## src/wr_port_params.svh

```systemverilog
// Constants shared by the write port and its beat buffer.
`ifndef WR_PORT_PARAMS_SVH
`define WR_PORT_PARAMS_SVH

// ==========================================================
// Fixed field widths of the address channel
// ==========================================================
`define WRP_ADDR_W        32
`define WRP_LEN_W         8
`define WRP_SIZE_W        2
`define WRP_BURST_W       2

// ==========================================================
// Build-time defaults and legal limits
// ==========================================================
`define WRP_ID_W_DEF      6
`define WRP_ID_W_MAX      6
`define WRP_USER_W_DEF    4
`define WRP_USER_W_MAX    4
`define WRP_DATA_W_DEF    32
`define WRP_DATA_W_NARROW 32
`define WRP_DATA_W_WIDE   64
`define WRP_BYTE_W        8
`define WRP_FIFO_DEPTH    8

`endif

```

## src/wr_port_pkg.sv

```systemverilog
// Types shared by the write port modules.
package wr_port_pkg;

    // ======================================================
    // Burst sequencer states
    // ======================================================
    typedef enum logic {
        ST_IDLE,
        ST_BURST
    } wr_state_t;

endpackage : wr_port_pkg

```

## src/beat_if.sv

```systemverilog
// Valid/ready carrier for one word between the port's own modules.
`timescale 1ns/1ps

interface beat_if #(
    parameter int W = 8
);
    logic         valid;
    logic         ready;
    logic [W-1:0] data;

    modport src (output valid, output data, input ready);
    modport snk (input valid, input data, output ready);
endinterface : beat_if

```

## src/beat_fifo.sv

```systemverilog
// Flip-flop FIFO that buffers write data beats ahead of the bus.
`timescale 1ns/1ps

`include "wr_port_params.svh"

module beat_fifo
    import wr_port_pkg::*;
#(
    parameter int WIDTH = 8,
    parameter int DEPTH = `WRP_FIFO_DEPTH
) (
    // Clock, reset and freeze.
    input  wire logic ref_clk,
    input  wire logic rst_n,
    input  wire logic ce,
    // Filling and draining sides.
    beat_if.snk       in_if,
    beat_if.src       out_if
);
    localparam int PW = $clog2(DEPTH);
    localparam logic [PW:0] FULL_CNT = (PW+1)'(DEPTH);

    // ======================================================
    // Elaboration checks
    // ======================================================
    // Pointers wrap by overflow, so the depth must be a power of two.
    if (DEPTH < 2 || (1 << PW) != DEPTH) begin : g_bad_depth
        $error("beat_fifo depth must be a power of two of 2 or more");
    end

    typedef struct packed {
        logic [DEPTH-1:0][WIDTH-1:0] mem;
        logic [PW-1:0]               wr;
        logic [PW-1:0]               rd;
        logic [PW:0]                 cnt;
    } fifo_st_t;

    fifo_st_t s_q;
    fifo_st_t s_d;
    logic     push;
    logic     pop;

    // ======================================================
    // Handshakes
    // ======================================================
    // Ready drops while frozen so that no word is taken unseen.
    assign in_if.ready  = ce && (s_q.cnt != FULL_CNT);
    assign out_if.valid = (s_q.cnt != '0);
    assign out_if.data  = s_q.mem[s_q.rd];
    assign push = in_if.valid && in_if.ready;
    assign pop  = out_if.valid && out_if.ready && ce;

    // Next state of pointers, count and storage.
    always_comb begin
        s_d = s_q;
        if (push) begin
            s_d.mem[s_q.wr] = in_if.data;
            s_d.wr = s_q.wr + 1'b1;
        end
        if (pop) begin
            s_d.rd = s_q.rd + 1'b1;
        end
        if (push && !pop) begin
            s_d.cnt = s_q.cnt + 1'b1;
        end else if (pop && !push) begin
            s_d.cnt = s_q.cnt - 1'b1;
        end
    end

    // State register; reset is sampled on the clock edge.
    always_ff @(posedge ref_clk) begin
        if (!rst_n) begin
            s_q <= '0;
        end else if (ce) begin
            s_q <= s_d;
        end
    end

    // ======================================================
    // Checks
    // ======================================================
    a_fifo_no_overrun: assert property (@(posedge ref_clk)
        disable iff (!rst_n) s_q.cnt <= FULL_CNT)
        else $error("FIFO count exceeds depth");

    c_fifo_full: cover property (@(posedge ref_clk)
        disable iff (!rst_n) s_q.cnt == FULL_CNT);

endmodule : beat_fifo

```

## src/axi_wr_port.sv

```systemverilog
// Write address and write data channels of a burst master port.
//
// What this block does
// - Drive a tag of 1 to 6 bits
// - Address names only the first beat
// - Length field fixes beats per address
// - Size field gives bytes per beat
// - Burst type shapes later beat addresses
// - Address valid high only with command
// - Hold address fields until ready seen
// - User sideband of 1 to 4 bits
// - Data bus is 32 or 64 bits
// - One strobe per data byte lane
// - Last marks only the final beat
// - Data valid with data; slave readies
// - Active low reset sampled on clock
`timescale 1ns/1ps

`include "wr_port_params.svh"

module axi_wr_port
    import wr_port_pkg::*;
#(
    parameter int transaction_tag_width_param = `WRP_ID_W_DEF,
    parameter int DATA_W     = `WRP_DATA_W_DEF,
    parameter int USER_W     = `WRP_USER_W_DEF,
    parameter int FIFO_DEPTH = `WRP_FIFO_DEPTH
) (
    // Clock, reset and freeze.
    input  wire logic                     ref_clk,
    input  wire logic                     rst_n,
    input  wire logic                     ce,
    // Burst commands from the core.
    input  wire logic                     cmd_valid,
    output wire logic                     cmd_ready,
    input  wire logic [transaction_tag_width_param-1:0] cmd_id,
    input  wire logic [`WRP_ADDR_W-1:0]   cmd_addr,
    input  wire logic [`WRP_LEN_W-1:0]    cmd_len,
    input  wire logic [`WRP_SIZE_W-1:0]   cmd_size,
    input  wire logic [`WRP_BURST_W-1:0]  cmd_burst,
    // Data beats from the core.
    input  wire logic                     beat_valid,
    output wire logic                     beat_ready,
    input  wire logic [DATA_W-1:0]        beat_data,
    input  wire logic [DATA_W/`WRP_BYTE_W-1:0] beat_strb,
    input  wire logic [USER_W-1:0]        beat_user,
    // Write address channel.
    output wire logic [transaction_tag_width_param-1:0] m_axi_awid,
    output wire logic [`WRP_ADDR_W-1:0]   m_axi_awaddr,
    output wire logic [`WRP_LEN_W-1:0]    m_axi_awlen,
    output wire logic [`WRP_SIZE_W-1:0]   m_axi_awsize,
    output wire logic [`WRP_BURST_W-1:0]  m_axi_awburst,
    output wire logic                     m_axi_awvalid,
    input  wire logic                     m_axi_awready,
    // Write data channel.
    output wire logic [USER_W-1:0]        m_axi_wuser,
    output wire logic [DATA_W-1:0]        m_axi_wdata,
    output wire logic [DATA_W/`WRP_BYTE_W-1:0] m_axi_wstrb,
    output wire logic                     m_axi_wlast,
    output wire logic                     m_axi_wvalid,
    input  wire logic                     m_axi_wready
);
    localparam int IDW = transaction_tag_width_param;
    localparam int SW  = DATA_W / `WRP_BYTE_W;
    localparam int FW  = USER_W + SW + DATA_W;

    // ======================================================
    // Elaboration checks
    // ======================================================
    // Tag width range.
    if (IDW < 1 || IDW > `WRP_ID_W_MAX) begin : g_bad_id
        $error("tag width must be 1 to 6 bits");
    end
    if (USER_W < 1 || USER_W > `WRP_USER_W_MAX) begin : g_bad_user
        $error("user width must be 1 to 4 bits");
    end
    if (DATA_W != `WRP_DATA_W_NARROW && DATA_W != `WRP_DATA_W_WIDE)
    begin : g_bad_data
        $error("data width must be 32 or 64 bits");
    end

    // ======================================================
    // State
    // ======================================================
    typedef struct packed {
        wr_state_t                st;
        logic [IDW-1:0]           id;
        logic [`WRP_ADDR_W-1:0]   addr;
        logic [`WRP_LEN_W-1:0]    len;
        logic [`WRP_SIZE_W-1:0]   size;
        logic [`WRP_BURST_W-1:0]  burst;
        logic                     aw_pend;
        logic                     w_pend;
        logic [`WRP_LEN_W-1:0]    beats;
    } port_st_t;

    port_st_t s_q;
    port_st_t s_d;

    logic cmd_take;
    logic aw_take;
    logic w_take;
    logic last_beat;

    // ======================================================
    // Beat buffer
    // ======================================================
    beat_if #(.W(FW)) fill_if ();
    beat_if #(.W(FW)) drain_if ();

    // Strobe lane n travels with data bits 8n to 8n+7.
    assign fill_if.valid = beat_valid;
    assign fill_if.data  = {beat_user, beat_strb, beat_data};
    assign beat_ready    = fill_if.ready;

    beat_fifo #(
        .WIDTH (FW),
        .DEPTH (FIFO_DEPTH)
    ) u_fifo (
        .ref_clk (ref_clk),
        .rst_n   (rst_n),
        .ce      (ce),
        .in_if   (fill_if),
        .out_if  (drain_if)
    );

    // ======================================================
    // Handshakes
    // ======================================================
    // A new command is taken only between bursts; this keeps one
    // burst's beats together and makes the last beat easy to find.
    assign cmd_ready = ce && (s_q.st == ST_IDLE);
    assign cmd_take  = cmd_valid && cmd_ready;
    // Transfers count only with valid and ready both high.
    assign aw_take   = m_axi_awvalid && m_axi_awready && ce;
    assign w_take    = m_axi_wvalid && m_axi_wready && ce;
    assign last_beat = (s_q.beats == '0);

    // Data valid only while a burst owns buffered data.
    assign m_axi_wvalid   = s_q.w_pend && drain_if.valid;
    assign drain_if.ready = s_q.w_pend && m_axi_wready;

    // Address channel driven straight from held command fields.
    assign m_axi_awid    = s_q.id;
    assign m_axi_awaddr  = s_q.addr;
    assign m_axi_awlen   = s_q.len;
    assign m_axi_awsize  = s_q.size;
    assign m_axi_awburst = s_q.burst;
    // Address valid follows the pending command.
    assign m_axi_awvalid = s_q.aw_pend;

    // Sideband, strobes and data leave the buffer flops.
    assign m_axi_wdata = drain_if.data[DATA_W-1:0];
    assign m_axi_wstrb = drain_if.data[DATA_W +: SW];
    assign m_axi_wuser = drain_if.data[DATA_W+SW +: USER_W];
    // Last only when no beats remain after this one.
    assign m_axi_wlast = s_q.w_pend && last_beat;

    // ======================================================
    // Burst sequencer
    // ======================================================
    // Next state; the address and data halves retire on their own.
    always_comb begin
        s_d = s_q;
        case (s_q.st)
            ST_IDLE: begin
                if (cmd_take) begin
                    s_d.id      = cmd_id;
                    s_d.addr    = cmd_addr;
                    s_d.len     = cmd_len;
                    s_d.size    = cmd_size;
                    s_d.burst   = cmd_burst;
                    s_d.aw_pend = 1'b1;
                    s_d.w_pend  = 1'b1;
                    // Beat count taken from the length field.
                    s_d.beats   = cmd_len;
                    s_d.st      = ST_BURST;
                end
            end
            ST_BURST: begin
                // Fields stay put; only ready retires them.
                if (aw_take) begin
                    s_d.aw_pend = 1'b0;
                end
                if (w_take) begin
                    if (last_beat) begin
                        s_d.w_pend = 1'b0;
                    end else begin
                        s_d.beats = s_q.beats - 1'b1;
                    end
                end
                if (!s_d.aw_pend && !s_d.w_pend) begin
                    s_d.st = ST_IDLE;
                end
            end
            default: begin
                s_d.st = ST_IDLE;
            end
        endcase
    end

    // Reset is active low and sampled on the clock edge.
    always_ff @(posedge ref_clk) begin
        if (!rst_n) begin
            s_q <= '0;
        end else if (ce) begin
            s_q <= s_d;
        end
    end

    // ======================================================
    // Checks
    // ======================================================
    // Helper that counts accepted beats of the current burst.
    logic [`WRP_LEN_W:0] chk_cnt_q;
    always_ff @(posedge ref_clk) begin
        if (!rst_n) begin
            chk_cnt_q <= '0;
        end else if (w_take) begin
            chk_cnt_q <= m_axi_wlast ? '0 : chk_cnt_q + 1'b1;
        end
    end

    a_aw_idle_low: assert property (@(posedge ref_clk)
        disable iff (!rst_n)
        s_q.st == ST_IDLE |-> !m_axi_awvalid)
        else $error("address valid high with no command");

    a_aw_hold_fields: assert property (@(posedge ref_clk)
        disable iff (!rst_n)
        m_axi_awvalid && !m_axi_awready |=> m_axi_awvalid
        && $stable(m_axi_awaddr) && $stable(m_axi_awlen)
        && $stable(m_axi_awsize)
        && $stable(m_axi_awid) && $stable(m_axi_awburst))
        else $error("address fields changed before ready");

    a_tag_forward: assert property (@(posedge ref_clk)
        disable iff (!rst_n)
        cmd_take |=> m_axi_awvalid && m_axi_awid == $past(cmd_id))
        else $error("tag not presented with address");

    a_addr_forward: assert property (@(posedge ref_clk)
        disable iff (!rst_n)
        cmd_take |=> m_axi_awaddr == $past(cmd_addr))
        else $error("start address not presented");

    a_ctrl_forward: assert property (@(posedge ref_clk)
        disable iff (!rst_n)
        cmd_take |=> m_axi_awsize == $past(cmd_size)
        && m_axi_awburst == $past(cmd_burst))
        else $error("size or type not presented");

    a_len_beats: assert property (@(posedge ref_clk)
        disable iff (!rst_n)
        w_take && m_axi_wlast |-> chk_cnt_q == {1'b0, s_q.len})
        else $error("beat count differs from length");

    a_last_final: assert property (@(posedge ref_clk)
        disable iff (!rst_n)
        w_take && chk_cnt_q == {1'b0, s_q.len} |-> m_axi_wlast)
        else $error("last missing on final beat");

    a_w_hold_data: assert property (@(posedge ref_clk)
        disable iff (!rst_n)
        m_axi_wvalid && !m_axi_wready && ce |=> m_axi_wvalid
        && $stable(m_axi_wdata) && $stable(m_axi_wstrb))
        else $error("data changed before ready");

    a_w_hold_side: assert property (@(posedge ref_clk)
        disable iff (!rst_n)
        m_axi_wvalid && !m_axi_wready && ce
        |=> $stable(m_axi_wuser) && $stable(m_axi_wlast))
        else $error("sideband or last changed before ready");

    // Buffered beats must not leak out while no burst owns them.
    a_w_needs_burst: assert property (@(posedge ref_clk)
        disable iff (!rst_n)
        s_q.st == ST_IDLE |-> !m_axi_wvalid && !m_axi_wlast)
        else $error("data valid with no open burst");

    a_freeze_ready: assert property (@(posedge ref_clk)
        disable iff (!rst_n)
        !ce |-> !cmd_ready && !beat_ready)
        else $error("ready high while frozen");

    a_burst_retire: assert property (@(posedge ref_clk)
        disable iff (!rst_n)
        s_q.st == ST_BURST && !s_q.w_pend && aw_take
        |=> s_q.st == ST_IDLE)
        else $error("burst did not retire after handshakes");

    c_aw_stall: cover property (@(posedge ref_clk)
        disable iff (!rst_n)
        m_axi_awvalid && !m_axi_awready ##1 aw_take);

    c_long_burst: cover property (@(posedge ref_clk)
        disable iff (!rst_n)
        w_take && m_axi_wlast && s_q.len > 8'h2);

    c_single_beat: cover property (@(posedge ref_clk)
        disable iff (!rst_n)
        w_take && m_axi_wlast && s_q.len == 8'h0);

    c_frozen_wait: cover property (@(posedge ref_clk)
        disable iff (!rst_n)
        !ce && beat_valid);

endmodule : axi_wr_port

```

## config.mk

```make
export PLATFORM = sky130hd
export DESIGN_NAME = axi_wr_port
export DESIGN_NICKNAME = d
export VERILOG_FILES = /design/src/wr_port_pkg.sv /design/src/beat_if.sv /design/src/beat_fifo.sv /design/src/axi_wr_port.sv
export VERILOG_INCLUDE_DIRS = /design/src /design/src/src
export SDC_FILE = /design/constraint.sdc
export NUM_CORES = 1
export LEC_CHECK = 0
export BUFFER_PORTS_ARGS = -buffer_cell sky130_fd_sc_hd__buf_4
export CORE_MARGIN = 2
export CORE_UTILIZATION = 59
export DETAILED_ROUTE_END_ITERATION = 10
export PLACE_DENSITY = 0.82
export SKIP_LAST_GASP = 1
export SLEW_MARGIN = 20
export SYNTH_ARGS = -nofsm -noshare
export SYNTH_HDL_FRONTEND = slang
export SYNTH_SLANG_ARGS = --single-unit
```

## constraint.sdc

```tcl
create_clock -name ref_clk -period 3.15 [get_ports ref_clk]
set_clock_uncertainty 0.2 [all_clocks]
set_input_delay 0.1575 -clock ref_clk [delete_from_list [all_inputs] [get_ports ref_clk]]
set_output_delay 0.1575 -clock ref_clk [all_outputs]
set_load 0.01 [all_outputs]
```

==> flow_summary.toml <==
[pwr]
p_leak_nw = 7.61
vdd_ir_drop_max_mv = 0.349
powerDensity_nw_per_um2 = 499

[floorplan]
die_w_um = 178
core_um2 = 29800
rows = 63
floorplan.die_area_um2 = 31800
top_level_ports = 192
start_util = 0.601
die_height_um = 178

[global_route]
global_route_wire_length_before_repair_mm = 75.3
grt_pass1_vias = 14643
grt_max_degree = 119
gr-usage-all-layers = 0.299
globalRouteOverflowTotal = 0
antenna_found_initial = 3

[yosys]
combinational_family_with_the_most_area_after_synthesis = "simple AND/OR/NAND/NOR gates"
synth_simple_gate_area_share = 0.180
compound_cell_area_share_of_the_yosys_netlist = 0.170
synth-seq-area-share = 0.437
synthXorXnorAreaFrac = 0.00342
yosys-mux-area-fraction = 0.126
postSynthRegisterBits = 391
netlist_area_um2 = 17900
synthDistinctLibCells = 48
synthCells = 2003
postSynthNetCount = 2107
synth_area_in_adders = 0.00531
synth.avg_cell_area_um2 = 8.95
share_of_flip_flops_with_an_asynchronous_set_or_reset = 0
synth-main-ff-cell = "sky130_fd_sc_hd__dfxtp_1"
synth_edf_count = 0
synth.yosys.warnings = 0

[detailed_routing]
drtAntennaViolNets = 0
dr.pass1.iters = 6
routedWlPerCell_um = 18.6
detail_route.drc_violations = 0
wl_mm = 47.5
post_drt_via_cell_ratio = 5.72
first_drt_iteration_drcs = 1119
detailroute.via_count = 14582

[timing]
worst-slew-pin-transition_ps = 817
holdWs_ps = 56.7
final.min_clock_period_ps = 2930
timing.final.max_slew_violations = 0
achievable-frequency_mhz = 342
setup_viol = 0
fin_setup_tns_ps = 0
final-hold-violation-count = 0
relative_slew_slack = 0.451
final_min_period_over_clock_period = 0.929
grt_setup_unrepaired = "no"

[clock_network]
cts_inserted_buffers = 40
clk_pin_slew_worst_paths_ps = 60
clock-root-buffer = "sky130_fd_sc_hd__clkbuf_16"
tritoncts_clock_tree = "yes"
cts_num_sinks = 391
clkLatencyLatePin_ps = 530
cts_max_path_buffers = 3
post_cts_setup_buffers = 0
ctsResizeCount = 0
h-tree-depth = 2

[place]
port_buffers = 191
gp_routability_congestion = 0.817
dpl.hpwl_mm = 26.5
placed_cells = 2376
dpl_cell_area_um2 = 19000

[critical_path]
crit_path_cell_trace = "o41a_1 -> and3_2 -> inv_1 -> ha_1 -> inv_1 -> ha_1 -> a21o_2 -> a21oi_1 -> xnor2_1 -> o211ai_1 -> o31ai_1"
critical_path.startpoint_type = "flop"
critical_path_class = "reg -> reg"
cp.buffers_inverters = 2
crit_path_max_incr_delay_ps = 500
critical_path_peak_fanout = 5
r2r_cells = 11
worst-path-stages = 11
critical-path-top-delay-family = "compound AO/OA/AOI/OAI gates"
crit_arrival_ps = 3140
crit_slowest_cell = "sky130_fd_sc_hd__o41a_1"
worst_setup_path_end_kind = "flop"
timing.critical_path.required_ps = 3370

[status]
outcome = "finished, final reports clean"

[final_layout]
ratio_of_cells_with_drive_above_1_in_the_final_layout = 0.202
syn2layout_area_growth_pct = 18.6
finalNonFillerCells = 2548
layout.nets = 2228
final_design_area_no_fill_um2 = 21300

[min_path]
hold_class = "in -> reg"
worst_hold_path.num_cells = 2

[job]
max-cap-violations = 0
==> worst paths after layout <==
path                                       from  slack, ps         endpoint
worst max-delay path              u_fifo.s_q[0]        220    u_fifo.s_q[3]
worst min-delay path                      rst_n         60           s_q[0]
worst max register to register    u_fifo.s_q[0]        220    u_fifo.s_q[3]
worst min register to register  u_fifo.s_q[323]        250  u_fifo.s_q[323]
==> layout by cell type (no fill, tap or decap), types with 5 or more instances in the layout <==
master / count
sky130_fd_sc_hd__a21boi_0: 210
sky130_fd_sc_hd__a21boi_1: 163
sky130_fd_sc_hd__a21oi_1: 11
sky130_fd_sc_hd__and2_1: 6
sky130_fd_sc_hd__and2_2: 6
sky130_fd_sc_hd__buf_12: 18
sky130_fd_sc_hd__buf_4: 207
sky130_fd_sc_hd__clkbuf_1: 8
sky130_fd_sc_hd__clkbuf_16: 41
sky130_fd_sc_hd__clkbuf_8: 12
sky130_fd_sc_hd__clkinv_2: 8
sky130_fd_sc_hd__dfxtp_1: 388
sky130_fd_sc_hd__dlygate4sd3_1: 96
sky130_fd_sc_hd__ha_1: 6
sky130_fd_sc_hd__inv_1: 7
sky130_fd_sc_hd__mux2_2: 40
sky130_fd_sc_hd__mux4_2: 80
sky130_fd_sc_hd__nand2_1: 767
sky130_fd_sc_hd__nor2_1: 8
sky130_fd_sc_hd__o21ai_0: 5
sky130_fd_sc_hd__o2bb2ai_1: 6
sky130_fd_sc_hd__xnor2_1: 5
==> flip-flops by register name, indices dropped and copies added, names as in the netlist <==
name,cells
s_q,10
m_axi_awvalid,1
m_axi_awburst,2
u_fifo.s_q,330
m_axi_awaddr,32
m_axi_awid,6
m_axi_awlen,8
m_axi_awsize,2
==> worst register-to-register path: stages (launching register included) <==
cell and delay, ps:
sky130_fd_sc_hd__dfxtp_1 390, sky130_fd_sc_hd__o41a_1 500, sky130_fd_sc_hd__and3_2 260, sky130_fd_sc_hd__inv_1 140, sky130_fd_sc_hd__ha_1 210, sky130_fd_sc_hd__inv_1 90
sky130_fd_sc_hd__ha_1 290, sky130_fd_sc_hd__a21o_2 220, sky130_fd_sc_hd__a21oi_1 180, sky130_fd_sc_hd__xnor2_1 100, sky130_fd_sc_hd__o211ai_1 160, sky130_fd_sc_hd__o31ai_1 90
==> final cells by class <==
cell class	count	area, um2
Timing Repair Buffer	322	2890
Clock buffer	60	1210
Fill cell	2077	8540
Clock inverter	13	81.3
Antenna cell	3	7.51
Inverter	8	30.0
Multi-Input combinational cell	1361	8720
Tap cell	390	488
Sequential cell	391	7840
==> per-stage QoR <==
stage | utilization | power (mW) | worst slack [ps]
floorplan | - | 5.72 | 391
global placement | 0.638 | 5.95 | 299
detailed placement | 0.638 | 5.98 | 225
CTS | 0.713 | 10.6 | 198
global route | 0.713 | 10.9 | 43.3
finish | 0.713 | 10.6 | 223
==> what timing repair did <==
item / 4_1_cts / 5_1_grt
setup endpoints to repair: 0 / 0
hold buffers: 96 / 0
hold endpoints to repair: 387 / 0
==> cells by family (layout without fill, tap and decap cells) <==
kind of cell	count (synthesis)	count (layout)
AOI/OAI and AO/OA	408	408
DFF	391	391
adders and majority gates	7	7
muxes	120	120
other	0	3
and+or+nand+nor	819	819
buffers and inverters	251	403
xor gates and xnor gates	7	7
==> per-layer routing <==
layer	vias to the layer above	GRT usage	routed length (um)	part of all wire
met1	7075	0.377	19100	0.40
met3	115	0.0505	3340	0.070
met4	0	0.104	1440	0.030
met5	-	0	0	0
li1	6826	-	-	-
met2	566	0.520	23600	0.50
==> report_power, final <==
| group | internal [mW] | total [mW] | switching (mW) |
|---|---|---|---|
| Clock | 2.66 | 4.62 | 1.96 |
| Sequential | 5.03 | 5.09 | 0.0615 |
| Combinational | 0.456 | 0.901 | 0.445 |
==> synthesized netlist by cell type, types with 3 or more instances <==
cell	instances	share of area
sky130_fd_sc_hd__a21boi_0	210	0.088
sky130_fd_sc_hd__a21boi_1	163	0.068
sky130_fd_sc_hd__a21oi_1	11	0.0031
sky130_fd_sc_hd__and2_1	10	0.0035
sky130_fd_sc_hd__and3_1	3	0.0010
sky130_fd_sc_hd__buf_1	6	0.0013
sky130_fd_sc_hd__buf_2	75	0.021
sky130_fd_sc_hd__buf_4	77	0.032
sky130_fd_sc_hd__buf_6	11	0.0069
sky130_fd_sc_hd__clkbuf_1	74	0.015
sky130_fd_sc_hd__dfxtp_1	391	0.44
sky130_fd_sc_hd__ha_1	6	0.0042
sky130_fd_sc_hd__inv_1	7	0.0015
sky130_fd_sc_hd__mux2_2	40	0.025
sky130_fd_sc_hd__mux4_2	80	0.10
sky130_fd_sc_hd__nand2_1	769	0.16
sky130_fd_sc_hd__nand2b_1	3	0.0010
sky130_fd_sc_hd__nand3_1	6	0.0017
sky130_fd_sc_hd__nor2_1	8	0.0017
sky130_fd_sc_hd__nor2b_1	5	0.0017
sky130_fd_sc_hd__o21ai_0	5	0.0014
sky130_fd_sc_hd__o2bb2ai_1	6	0.0029
sky130_fd_sc_hd__xnor2_1	5	0.0024
(Power assumes the default switching activity.)
